--- src/shared/fpq_pkg.sv ---
// Constants, types and step decoding for the flash protect and query host controller
package fpq_pkg;
  localparam int          CLK_NS       = 40;
  localparam int          T_ACC_NS     = 70;
  localparam int          T_WP_NS      = 35;
  localparam int          T_PWRUP_NS   = 1000;
  localparam logic [4:0]  ACC_CYC      = 5'((T_ACC_NS + CLK_NS - 1) / CLK_NS);
  localparam logic [4:0]  WP_CYC       = 5'((T_WP_NS + CLK_NS - 1) / CLK_NS);
  localparam logic [7:0]  PWRUP_CYC    = 8'((T_PWRUP_NS + CLK_NS - 1) / CLK_NS);
  localparam int          NUM_BLOCKS   = 18;
  // Operations on the user command port
  localparam logic [2:0]  OP_READ      = 3'h0;
  localparam logic [2:0]  OP_PROG      = 3'h1;
  localparam logic [2:0]  OP_QUERY     = 3'h2;
  localparam logic [2:0]  OP_PCHK      = 3'h3;
  localparam logic [2:0]  OP_RESET     = 3'h4;
  // Command bytes and addresses
  localparam logic [21:0] A_UNLOCK1    = 22'h00_0555;
  localparam logic [21:0] A_UNLOCK2    = 22'h00_02AA;
  localparam logic [21:0] A_QUERY      = 22'h00_0055;
  localparam logic [15:0] A_PROT_OFS   = 16'h0002;
  localparam logic [7:0]  D_UNLOCK1    = 8'hAA;
  localparam logic [7:0]  D_UNLOCK2    = 8'h55;
  localparam logic [7:0]  D_PROG       = 8'hA0;
  localparam logic [7:0]  D_AUTOSEL    = 8'h90;
  localparam logic [7:0]  D_QUERY      = 8'h98;
  localparam logic [7:0]  D_RESET      = 8'hF0;
  localparam logic [7:0]  D_PROTECTED  = 8'h01;
  // Query table layout
  localparam logic [5:0]  Q_FIRST      = 6'h10;
  localparam logic [5:0]  Q_EXT_LO     = 6'h15;
  localparam logic [5:0]  Q_EXT_HI     = 6'h16;
  localparam logic [5:0]  Q_VMIN       = 6'h1B;
  localparam logic [5:0]  Q_VMAX       = 6'h1C;
  localparam logic [4:0]  Q_LAST_STEP  = 5'd23;
  localparam logic [7:0]  Q_SIG0       = 8'h51;
  localparam logic [7:0]  Q_SIG1       = 8'h52;
  localparam logic [7:0]  Q_SIG2       = 8'h59;
  localparam logic [4:0]  QMEM_WORDS   = 5'd23;

  typedef enum logic [1:0] {
    FPQ_CY_IDLE = 2'b00, FPQ_CY_SETUP = 2'b01, FPQ_CY_STROBE = 2'b11, FPQ_CY_HOLD = 2'b10
  } fpq_cycle_t;

  typedef struct packed {
    logic        wr;
    logic [21:0] a;
    logic [7:0]  d;
  } fpq_step_t;

  // Bus cycle for step idx of an operation
  function automatic fpq_step_t fpq_step(input logic [2:0] op, input logic [4:0] idx,
                                         input logic [21:0] ua, input logic [7:0] ud);
    fpq_step_t s;
    s = '{wr: 1'b1, a: 22'h00_0000, d: D_RESET};
    if (op == OP_READ) begin
      s = '{wr: 1'b0, a: ua, d: 8'h00};
    end else if ((op == OP_PROG || op == OP_PCHK) && idx < 5'd3) begin
      case (idx)
        5'd0:    s = '{wr: 1'b1, a: A_UNLOCK1, d: D_UNLOCK1};
        5'd1:    s = '{wr: 1'b1, a: A_UNLOCK2, d: D_UNLOCK2};
        default: s = '{wr: 1'b1, a: A_UNLOCK1, d: (op == OP_PROG) ? D_PROG : D_AUTOSEL};
      endcase
    end else if (op == OP_PROG) begin
      s = '{wr: 1'b1, a: ua, d: ud};
    end else if (op == OP_PCHK && idx == 5'd3) begin
      s = '{wr: 1'b0, a: {ua[21:16], A_PROT_OFS}, d: 8'h00};
    end else if (op == OP_QUERY && idx == 5'd0) begin
      s = '{wr: 1'b1, a: A_QUERY, d: D_QUERY};
    end else if (op == OP_QUERY && idx <= Q_LAST_STEP) begin
      s = '{wr: 1'b0, a: {16'h0000, Q_FIRST + {1'b0, idx} - 6'd1}, d: 8'h00};
    end
    return s;
  endfunction

  function automatic logic [4:0] fpq_last(input logic [2:0] op);
    case (op)
      OP_PROG:  return 5'd3;
      OP_QUERY: return Q_LAST_STEP + 5'd1;
      OP_PCHK:  return 5'd4;
      default:  return 5'd0;
    endcase
  endfunction

  // Sector block index from the top six address lines
  function automatic logic [4:0] fpq_block(input logic [5:0] sa);
    if (sa == 6'd0)       return 5'd0;
    else if (sa <= 6'd3)  return 5'd1;
    else if (sa <= 6'd59) return 5'({1'b0, sa[5:2]} + 5'd1);
    else if (sa <= 6'd62) return 5'd16;
    else                  return 5'd17;
  endfunction
endpackage
--- src/rtl/fpq_host.sv ---
// Host controller driving a parallel NOR flash: query, protect check, program, temp unprotect
// Function
// - Protect methods use high voltage on reset pin with ordinary bus cycles.
// - Host protects no blocks; unprotect_ready only flags every block checked and protected, and does not gate hv_request.
// - Alternate method needs high voltage on address line nine; programmers only.
// - Write needs chip select and write strobe low, output enable high.
// - Writing 98h to 55h from read-array enters query mode.
// - Query mode ends with the reset command or a hardware reset, back to read-array.
`timescale 1ns/10ps
module fpq_host
  import fpq_pkg::*;
(
  input  wire logic        clk,
  input  wire logic        reset,
  input  wire logic        supply_ok,
  input  wire logic        hv_request,
  input  wire logic        cmd_valid,
  input  wire logic [2:0]  cmd_op,
  input  wire logic [21:0] cmd_addr,
  input  wire logic [7:0]  cmd_data,
  output logic             cmd_ready,
  output logic             done,
  output logic             lockout_abort,
  output logic [7:0]       rd_data,
  output logic             query_ok,
  output logic [15:0]      ext_table_addr,
  output logic [7:0]       vcc_min,
  output logic [7:0]       vcc_max,
  output logic [17:0]      blk_protected,
  output logic [17:0]      blk_checked,
  output logic             unprotect_ready,
  input  wire logic [4:0]  query_raddr,
  output logic [7:0]       query_rdata,
  output logic             fl_ce_n,
  output logic             fl_oe_n,
  output logic             fl_we_n,
  output logic [21:0]      fl_addr,
  output logic [7:0]       fl_dq_o,
  output logic             fl_dq_oe,
  input  wire logic [7:0]  fl_dq_i,
  output logic             fl_reset_n,
  output logic             fl_reset_hv
);
  fpq_cycle_t  cy_q, cy_d;
  logic        busy_q, busy_d;
  logic [2:0]  op_q, op_d;
  logic [4:0]  idx_q, idx_d;
  logic [4:0]  cnt_q, cnt_d;
  logic [7:0]  pwr_q, pwr_d;
  logic [21:0] ua_q, ua_d;
  logic [7:0]  ud_q, ud_d;
  logic        ce_n_q, ce_n_d, oe_n_q, oe_n_d, we_n_q, we_n_d;
  logic [21:0] fa_q, fa_d;
  logic [7:0]  fdo_q, fdo_d;
  logic        foe_q, foe_d, rst_n_q, rst_n_d, hv_q, hv_d;
  logic        rdy_q, rdy_d, done_q, done_d, abort_q, abort_d;
  logic [7:0]  rd_q, rd_d;
  logic        qok_q, qok_d;
  logic [15:0] ext_q, ext_d;
  logic [7:0]  vmin_q, vmin_d, vmax_q, vmax_d;
  logic [17:0] prot_q, prot_d, chk_q, chk_d;
  logic        upr_q, upr_d;
  logic        mem_we;
  logic [4:0]  mem_wa;
  fpq_step_t   st;
  logic [5:0]  qa;
  logic [4:0]  blk;

  fpq_qmem u_qmem (
    .clk   (clk),
    .we    (mem_we),
    .waddr (mem_wa),
    .wdata (fl_dq_i),
    .raddr (query_raddr),
    .rdata (query_rdata)
  );

  always_comb begin
    st      = fpq_step(op_q, idx_q, ua_q, ud_q);
    qa      = st.a[5:0];
    blk     = fpq_block(ua_q[21:16]);
    cy_d    = cy_q;
    busy_d  = busy_q;
    op_d    = op_q;
    idx_d   = idx_q;
    cnt_d   = cnt_q;
    pwr_d   = pwr_q;
    ua_d    = ua_q;
    ud_d    = ud_q;
    ce_n_d  = ce_n_q;
    oe_n_d  = oe_n_q;
    we_n_d  = we_n_q;
    fa_d    = fa_q;
    fdo_d   = fdo_q;
    foe_d   = foe_q;
    rst_n_d = 1'b1;
    hv_d    = hv_q;
    rdy_d   = 1'b0;
    done_d  = 1'b0;
    abort_d = 1'b0;
    rd_d    = rd_q;
    qok_d   = qok_q;
    ext_d   = ext_q;
    vmin_d  = vmin_q;
    vmax_d  = vmax_q;
    prot_d  = prot_q;
    chk_d   = chk_q;
    mem_we  = 1'b0;
    mem_wa  = idx_q - 5'd1;
    if (!supply_ok) begin
      // Below lockout: stop, park all strobes high, hold the chip in reset
      abort_d = busy_q;
      busy_d  = 1'b0;
      cy_d    = FPQ_CY_IDLE;
      ce_n_d  = 1'b1;
      oe_n_d  = 1'b1;
      we_n_d  = 1'b1;
      foe_d   = 1'b0;
      rst_n_d = 1'b0;
      hv_d    = 1'b0;
      pwr_d   = PWRUP_CYC;
    end else if (pwr_q != 8'd0) begin
      // Power-up guard keeps the write strobe high while the supply settles
      pwr_d = pwr_q - 8'd1;
    end else begin
      case (cy_q)
        FPQ_CY_IDLE: begin
          if (!busy_q) begin
            hv_d  = hv_request;
            rdy_d = 1'b1;
            if (cmd_valid && rdy_q) begin
              busy_d = 1'b1;
              rdy_d  = 1'b0;
              op_d   = (cmd_op > OP_RESET) ? OP_RESET : cmd_op;
              idx_d  = 5'd0;
              ua_d   = cmd_addr;
              ud_d   = cmd_data;
            end
          end else begin
            cy_d   = FPQ_CY_SETUP;
            ce_n_d = 1'b0;
            fa_d   = st.a;
            fdo_d  = st.d;
            foe_d  = st.wr;
          end
        end
        FPQ_CY_SETUP: begin
          cy_d   = FPQ_CY_STROBE;
          we_n_d = !st.wr;
          oe_n_d = st.wr;
          cnt_d  = st.wr ? WP_CYC : ACC_CYC;
        end
        FPQ_CY_STROBE: begin
          if (cnt_q > 5'd1) begin
            cnt_d = cnt_q - 5'd1;
          end else begin
            cy_d   = FPQ_CY_HOLD;
            we_n_d = 1'b1;
            oe_n_d = 1'b1;
            if (!st.wr) begin
              rd_d = fl_dq_i;
              if (op_q == OP_QUERY) begin
                mem_we = 1'b1;
                case (qa)
                  Q_FIRST:         qok_d = (fl_dq_i == Q_SIG0);
                  Q_FIRST + 6'd1:  qok_d = qok_q && (fl_dq_i == Q_SIG1);
                  Q_FIRST + 6'd2:  qok_d = qok_q && (fl_dq_i == Q_SIG2);
                  Q_EXT_LO:        ext_d[7:0] = fl_dq_i;
                  Q_EXT_HI:        ext_d[15:8] = fl_dq_i;
                  Q_VMIN:          vmin_d = fl_dq_i;
                  Q_VMAX:          vmax_d = fl_dq_i;
                  default:         qok_d = qok_q;
                endcase
              end
              if (op_q == OP_PCHK) begin
                chk_d[blk]  = 1'b1;
                prot_d[blk] = (fl_dq_i == D_PROTECTED);
              end
            end
          end
        end
        FPQ_CY_HOLD: begin
          cy_d   = FPQ_CY_IDLE;
          ce_n_d = 1'b1;
          foe_d  = 1'b0;
          if (idx_q == fpq_last(op_q)) begin
            // Query and autoselect always end with the reset command
            busy_d = 1'b0;
            done_d = 1'b1;
          end else begin
            idx_d = idx_q + 5'd1;
          end
        end
        default: cy_d = FPQ_CY_IDLE;
      endcase
    end
    upr_d = (&chk_q) && (&prot_q);
  end

  always_ff @(posedge clk or posedge reset) begin
    if (reset) begin
      cy_q    <= FPQ_CY_IDLE;
      busy_q  <= 1'b0;
      op_q    <= OP_READ;
      idx_q   <= 5'd0;
      cnt_q   <= 5'd0;
      pwr_q   <= PWRUP_CYC;
      ua_q    <= 22'h00_0000;
      ud_q    <= 8'h00;
      ce_n_q  <= 1'b1;
      oe_n_q  <= 1'b1;
      we_n_q  <= 1'b1;
      fa_q    <= 22'h00_0000;
      fdo_q   <= 8'h00;
      foe_q   <= 1'b0;
      rst_n_q <= 1'b0;
      hv_q    <= 1'b0;
      rdy_q   <= 1'b0;
      done_q  <= 1'b0;
      abort_q <= 1'b0;
      rd_q    <= 8'h00;
      qok_q   <= 1'b0;
      ext_q   <= 16'h0000;
      vmin_q  <= 8'h00;
      vmax_q  <= 8'h00;
      prot_q  <= 18'h0_0000;
      chk_q   <= 18'h0_0000;
      upr_q   <= 1'b0;
    end else begin
      cy_q    <= cy_d;
      busy_q  <= busy_d;
      op_q    <= op_d;
      idx_q   <= idx_d;
      cnt_q   <= cnt_d;
      pwr_q   <= pwr_d;
      ua_q    <= ua_d;
      ud_q    <= ud_d;
      ce_n_q  <= ce_n_d;
      oe_n_q  <= oe_n_d;
      we_n_q  <= we_n_d;
      fa_q    <= fa_d;
      fdo_q   <= fdo_d;
      foe_q   <= foe_d;
      rst_n_q <= rst_n_d;
      hv_q    <= hv_d;
      rdy_q   <= rdy_d;
      done_q  <= done_d;
      abort_q <= abort_d;
      rd_q    <= rd_d;
      qok_q   <= qok_d;
      ext_q   <= ext_d;
      vmin_q  <= vmin_d;
      vmax_q  <= vmax_d;
      prot_q  <= prot_d;
      chk_q   <= chk_d;
      upr_q   <= upr_d;
    end
  end

  assign cmd_ready       = rdy_q;
  assign done            = done_q;
  assign lockout_abort   = abort_q;
  assign rd_data         = rd_q;
  assign query_ok        = qok_q;
  assign ext_table_addr  = ext_q;
  assign vcc_min         = vmin_q;
  assign vcc_max         = vmax_q;
  assign blk_protected   = prot_q;
  assign blk_checked     = chk_q;
  assign unprotect_ready = upr_q;
  assign fl_ce_n         = ce_n_q;
  assign fl_oe_n         = oe_n_q;
  assign fl_we_n         = we_n_q;
  assign fl_addr         = fa_q;
  assign fl_dq_o         = fdo_q;
  assign fl_dq_oe        = foe_q;
  assign fl_reset_n      = rst_n_q;
  assign fl_reset_hv     = hv_q;
endmodule // fpq_host

--- src/rtl/fpq_qmem.sv ---
// Small memory holding the captured query bytes, registered read port
`timescale 1ns/10ps
module fpq_qmem
  import fpq_pkg::*;
(
  input  wire logic       clk,
  input  wire logic       we,
  input  wire logic [4:0] waddr,
  input  wire logic [7:0] wdata,
  input  wire logic [4:0] raddr,
  output logic      [7:0] rdata
);
  logic [7:0] mem [0:31];

  always_ff @(posedge clk) begin
    if (we && waddr < QMEM_WORDS) begin
      mem[waddr] <= wdata;
    end
    rdata <= mem[raddr];
  end
endmodule // fpq_qmem

--- config.mk ---
export PLATFORM = sky130hd
export DESIGN_NAME = fpq_host
export DESIGN_NICKNAME = d
export VERILOG_FILES = /design/src/shared/fpq_pkg.sv /design/src/rtl/fpq_host.sv /design/src/rtl/fpq_qmem.sv
export SDC_FILE = /design/constraint.sdc
export NUM_CORES = 1
export LEC_CHECK = 0
export BUFFER_PORTS_ARGS = -buffer_cell sky130_fd_sc_hd__buf_2
export CAP_MARGIN = 20
export CORE_MARGIN = 2
export CORE_UTILIZATION = 28
export CTS_CLUSTER_DIAMETER = 30
export DETAILED_ROUTE_END_ITERATION = 16
export PLACE_DENSITY = 0.4
export SYNTH_ARGS = -nofsm -noshare
export SYNTH_HDL_FRONTEND = slang
export SYNTH_SLANG_ARGS = --single-unit
--- constraint.sdc ---
create_clock -name clk -period 13.4 [get_ports clk]
set_input_delay 1.34 -clock clk [delete_from_list [all_inputs] [get_ports clk]]
set_output_delay 1.34 -clock clk [all_outputs]
set_load 0.03 [all_outputs]
**Word level (Yosys, flattened, before mapping)**

Memory sizes are Yosys's and may differ from the RTL's. A register that Yosys moved wholly into a read port is not among the register bits.
Index checks and enable logic that the tools add are counted.

- Register bits: 171
- RAM bits: 256
- Input bits: 51
- Word-level logic and storage cells: 201
- Memories kept: 1

Memories:

| memory | depth | width | read ports | clocked after Yosys merged registers in | wr ports | RTL line | RTL |
|---|---|---|---|---|---|---|---|
| u_qmem.mem | 32 | 8 | 1 | 1 | 1 | fpq_qmem.sv:13 | `logic [7:0] mem [0:31];` |

- Add/sub/neg operators: 7
- Magnitude comparators: 10
- Equal/unequal tests: 33
- Multiplexer cells: 79
- Bitwise operators: 5
- Reduce and logical (&&, ||, !) cells: 38

Operators with widths:

| kind | number |
|---|---|
| two-way mux 31 bit | 6 |
| two-way mux 5 bit | 10 |
| == test 6 x 5 -> 1 bit (second input constant) | 7 |
| two-way mux 1 bit | 41 |
| case mux 19 bit (2 select lines) | 1 |
| AND reduction 18 bit | 2 |
| AND reduction 7 bit | 5 |
| == test 8 x 7 -> 1 bit (second input constant) | 3 |
| case mux 5 bit (2 select lines) | 2 |
| bitwise mux 18 bit | 1 |
| bitwise OR 18 bit | 1 |
| two-way mux 8 bit | 2 |
| case mux 5 bit (3 select lines) | 1 |
| AND reduction 3 bit | 5 |
| <= comparator 6 bit (second input constant) | 2 |
| inequality test 2 bit (second input constant) | 6 |
| AND reduction 6 bit | 2 |
| logical AND 1 bit | 10 |
| two-way mux 2 bit | 5 |
| case mux 1 bit (2 select lines) | 5 |
| AND reduction 5 bit | 2 |
| subtractor 5 x 1 -> 5 bit (second input constant) | 2 |
| inequality test 3 bit (second input constant) | 3 |
| == test 8 x 1 -> 1 bit (second input constant) | 1 |
| other kinds (38) | 47 |

**Longest topological paths before layout**

- Depth in word-level cells: 16
- Depth in mapped cells: 11

**Cells and area by module**

Synthesis repeated with hierarchy kept, for this count alone.

- Cell total of the unflattened synthesis: 1125
- Area total of the unflattened synthesis: 17912.2 sq um

Modules (own cells, without submodules):

| module | instances | cells an instance | area each (sq um) | sequential area each (sq um) |
|---|---|---|---|---|
| fpq_qmem | 1 | 409 | 10004.6 | 7847.5 |
| fpq_host | 1 | 716 | 7907.6 | 4286.6 |

**Worst setup path before layout**

No wires, ideal clock.

- Path type: in2reg
- Start: in query_raddr[0]
- End: reg u_qmem.rdata[0] (read register of u_qmem.mem)
- Setup time: 121 ps
- Arrival time: 3524 ps
- Data required time: 13279 ps
- Setup slack: 9755 ps
- Stages on the path: 5
- Buffers on the path: 2
- Cells stage by stage: clkbuf_1 -> buf_1 -> mux4_2 -> mux4_2 -> mux2_2

RTL lines:

| what | RTL line | RTL |
|---|---|---|
| start: declaration | fpq_host.sv:32 | `input wire logic [4:0] query_raddr,` |
| end: declaration | fpq_qmem.sv:11 | `output logic [7:0] rdata` |

**Final worst setup path**

- Start: reg pwr_q[0]
- End: mem u_qmem.mem[16][7] (enable)

- Longest elaborated chain between the ends: 6

RTL lines:

| what | RTL line | RTL |
|---|---|---|
| start: declaration | fpq_host.sv:49 | `logic [7:0] pwr_q, pwr_d;` |
| start signal: assignment | fpq_host.sv:235 | `pwr_q <= pwr_d;` |
| nonzero test 8 bit | fpq_host.sv:122 | `end else if (pwr_q != 8'd0) begin` |
| two-way mux 1 bit | fpq_host.sv:122 |  |
| two-way mux 1 bit | fpq_host.sv:110 | `if (!supply_ok) begin` |
| logical AND 1 bit | fpq_qmem.sv:16 | `if (we && waddr < QMEM_WORDS) begin` |
| two-way mux 1 bit | fpq_qmem.sv:16 |  |
| two-way mux 1 bit (implied by the code) | fpq_qmem.sv:17 | `mem[waddr] <= wdata;` |
| end: declaration | fpq_qmem.sv:13 |  |

Every way passes these cells.

==> results.py <==
metrics = {
    "outcome": {
        "status": "completed",
    },
    "setup_path": {
        "worst_setup_path_start_kind": "flop",
        "cpPeakStageDelay_ns": 0.73,
        "critPathMostFrequentCell": "nand2_1",
        "cp.arrival_ns": 4.68,
        "crit_chain": "inv_1, ha_1, or4b_1, nor2b_1, buf_4, nand2_1, or4b_2, a2111oi_2, nand2_1, nor2_1",
        "rrSetupSlack_ns": 8.96,
        "worstRegToRegCells": 10,
        "end_kind": "flop",
        "crit_start": "pwr_q[0]$_DFFE_PP1N_",
        "worst-setup-path-type": "reg2reg",
        "reg2reg_to": "u_qmem.mem[16][7]$_DFFE_PP_",
        "crit_required_ns": 13.64,
        "endpoint": "u_qmem.mem[16][7]$_DFFE_PP_",
        "cpMaxStageDelayCell": "or4b_2",
        "crit_fanout": 11,
        "r2r_start": "pwr_q[0]$_DFFE_PP1N_",
    },
    "power_and_ir_drop": {
        "swShare_pct": 20.4,
        "comb_power_share_pct": 2.8,
        "power_uw": 4390,
        "ir_worst_vdd_uv": 99.3,
        "clkPwrFrac_pct": 64.1,
        "p_per_area_nw_per_um2": 183,
        "intPower_uw": 3490,
        "seq_power_share_pct": 33.2,
        "switchingPower_uw": 896,
        "p_leak_uw": 0.00999,
    },
    "sta": {
        "fin_skew_ns": 0.0273,
        "slew_headroom_pct": 23.9,
        "slew_violations": 0,
        "fin_crit_sh_pct": 33.1,
        "rsz0062_at_grt": "no",
        "setup_violations": 0,
        "worst-slew-pin-transition_ns": 1.13,
        "fmax_mhz": 225,
        "tns_ns": 0,
        "hold_viol_final": 0,
        "fin_crit_ns": 4.44,
    },
    "grt": {
        "antenna_found_initial": 3,
        "grt_max_degree": 72,
        "grt_pass1_vias": 11900,
        "grt_pass1_wl_mm": 77.2,
        "grtUsageTotal_pct": 15.6,
        "grt_overflow": 0,
    },
    "floorplan": {
        "rows": 92,
        "ios": 176,
        "core_area_um2": 63100,
        "fp.dieH_um": 257,
        "die-width_um": 257,
        "initial_core_util_pct": 28.4,
        "fp.dieArea_um2": 65900,
    },
    "clocking": {
        "cts.reportedPaths.clkPinSlew_ns": 0.05,
        "ctsResizeCount": 0,
        "cts_hold_buf": 0,
        "cts_sinks": 435,
        "cts_buffers": 111,
        "cts_buffer_depth": 3,
        "postCtsSetupBuffers": 0,
        "root_buffer": "clkbuf_16",
        "cts.htree.levels": 3,
        "cts_tree": "built",
        "clk_latency_ns": 0.63,
    },
    "routing": {
        "drt_first_pass_iters": 5,
        "drc": 0,
        "num_vias": 11200,
        "wl_mm": 50.5,
        "viasPerCell": 4.58,
        "detail-route-antenna-nets": 0,
        "first_iter_violations": 706,
        "routedWlPerCell_um": 20.7,
    },
    "logic_synthesis": {
        "syn_area_um2": 17900,
        "yosysWarnings": 0,
        "ys_ff_latch": 435,
        "synth_cells": 1176,
        "synth_ff_type": "edfxtp_1",
        "synth_seq_area_share_pct": 67.8,
        "synth-async-reset-ratio_pct": 39.3,
        "syn_area_per_cell_um2": 15.2,
        "synth_edf_count": 256,
        "ys_types": 73,
    },
    "placement": {
        "place_hpwl_mm": 32.8,
        "io_buffers": 175,
        "dp_cells": 2229,
        "gp_congestion": 0.799,
    },
    "job": {
        "maxCapViolations": 0,
    },
    "min_path": {
        "hp-class": "reg2reg",
    },
    "layout": {
        "num_antenna_cells": 0,
        "area.growth.synth_to_final_pct": 34.4,
        "utilization_pct": 38.1,
        "fill_cells": 6135,
        "fin_nets": 1560,
        "final_common_cell": "edfxtp_1",
        "drive_above_1_share_pct": 36.4,
        "layout_common_cells": "edfxtp_1, buf_2, dfrtp_1",
        "stdcell_count": 2439,
    },
}
==> how the worst min path moves through the flow <==
stage / start / end / slack [ns] / depth (start not counted)
floorplan: ua_q[5]$_DFFE_PP0P_ / ua_q[5]$_DFFE_PP0P_ / 0.44 / 2
global placement: ua_q[12]$_DFFE_PP0P_ / ua_q[12]$_DFFE_PP0P_ / 0.46 / 2
detailed placement: ua_q[13]$_DFFE_PP0P_ / ua_q[13]$_DFFE_PP0P_ / 0.46 / 2
CTS: ua_q[13]$_DFFE_PP0P_ / ua_q[13]$_DFFE_PP0P_ / 0.47 / 2
global route: ua_q[9]$_DFFE_PP0P_ / ua_q[9]$_DFFE_PP0P_ / 0.49 / 2
finish: ua_q[13]$_DFFE_PP0P_ / ua_q[13]$_DFFE_PP0P_ / 0.47 / 2
==> final cells by class <==
cell class	instances	area [um^2]	area share, %
multi-input cells	739	5740	23.9
clock buffers	131	2980	12.4
inverters	15	61.3	0.255
clock inverters	79	1040	4.34
well taps	846	1060	4.40
repair buffers	194	1020	4.25
flip-flops and latches	435	12100	50.5
==> cell usage after synthesis, types with 13 or more instances <==
library cell    n  area, um^2
a21oi_1        21         105
buf_1          13        48.8
clkbuf_1       33         124
dfrtp_1       165        4130
edfxtp_1      256        7690
ha_1           13         163
inv_1          14        52.6
mux2_2         70         788
mux4_2         80        1800
nand2_1       161         604
nand3_1        20         100
nor2_1         69         259
nor3_1         21         105
o21ai_0        38         190
or2_2          20         125
==> state kept, by name, summed over array words and instances (netlist names), 16 cells and up <==
name,cells
fl_addr,22
u_qmem.mem,256
blk_checked,18
ua_q,22
blk_protected,18
ext_table_addr,16
==> worst max-delay path: cells and delay by family, from the launching register on <==
| kind | cells | cell delay (ns) |
|---|---|---|
| adder cells (fa/ha/maj) | 1 | 0.21 |
| AND/OR/NAND/NOR | 6 | 2.69 |
| buffers and inverters | 2 | 0.28 |
| AO/OA/AOI/OAI | 1 | 0.53 |
| flip-flops | 1 | 0.37 |
==> power by group through the flow <==
stage	clock network, uW	logic [uW]	registers (uW)
floorplan	0	62.2	1480
global route	2940	134	1460
global placement	0	126	1480
detailed placement	0	126	1480
finish	2810	121	1460
CTS	2860	127	1460
==> routing by layer <==
metal / GRT usage [%] / up-vias / share of wire, %
met4: 4.81 / 6 / 1.9
met3: 5.23 / 70 / 6.6
li1: - / 5075 / -
met5: 0 / - / 0.079
met2: 24.5 / 317 / 47
met1: 20.2 / 5711 / 44
==> stage by stage <==
stage	setup slack, ns	area (um^2)	hold slack, ns
CTS	8.98	24000	0.475
global route	8.70	24000	0.494
finish	8.96	24000	0.470
floorplan	7.44	18100	0.438
detailed placement	8.75	20000	0.465
global placement	8.75	20000	0.459
==> cells by family (layout without fill, tap and decap cells) <==
kind of cell / after synthesis / count (layout) / synth area share (%)
xor+xnor: 13 / 13 / 0.637
other cells: 1 / 64 / 0.0210
simple gates: 381 / 381 / 10.3
compound gates: 113 / 113 / 4.14
mux: 155 / 155 / 14.8
fa+ha+maj: 13 / 13 / 0.909
flops: 435 / 435 / 67.8
buf+inv: 65 / 419 / 1.41
Note: power is estimated with default switching activity, not from simulation.
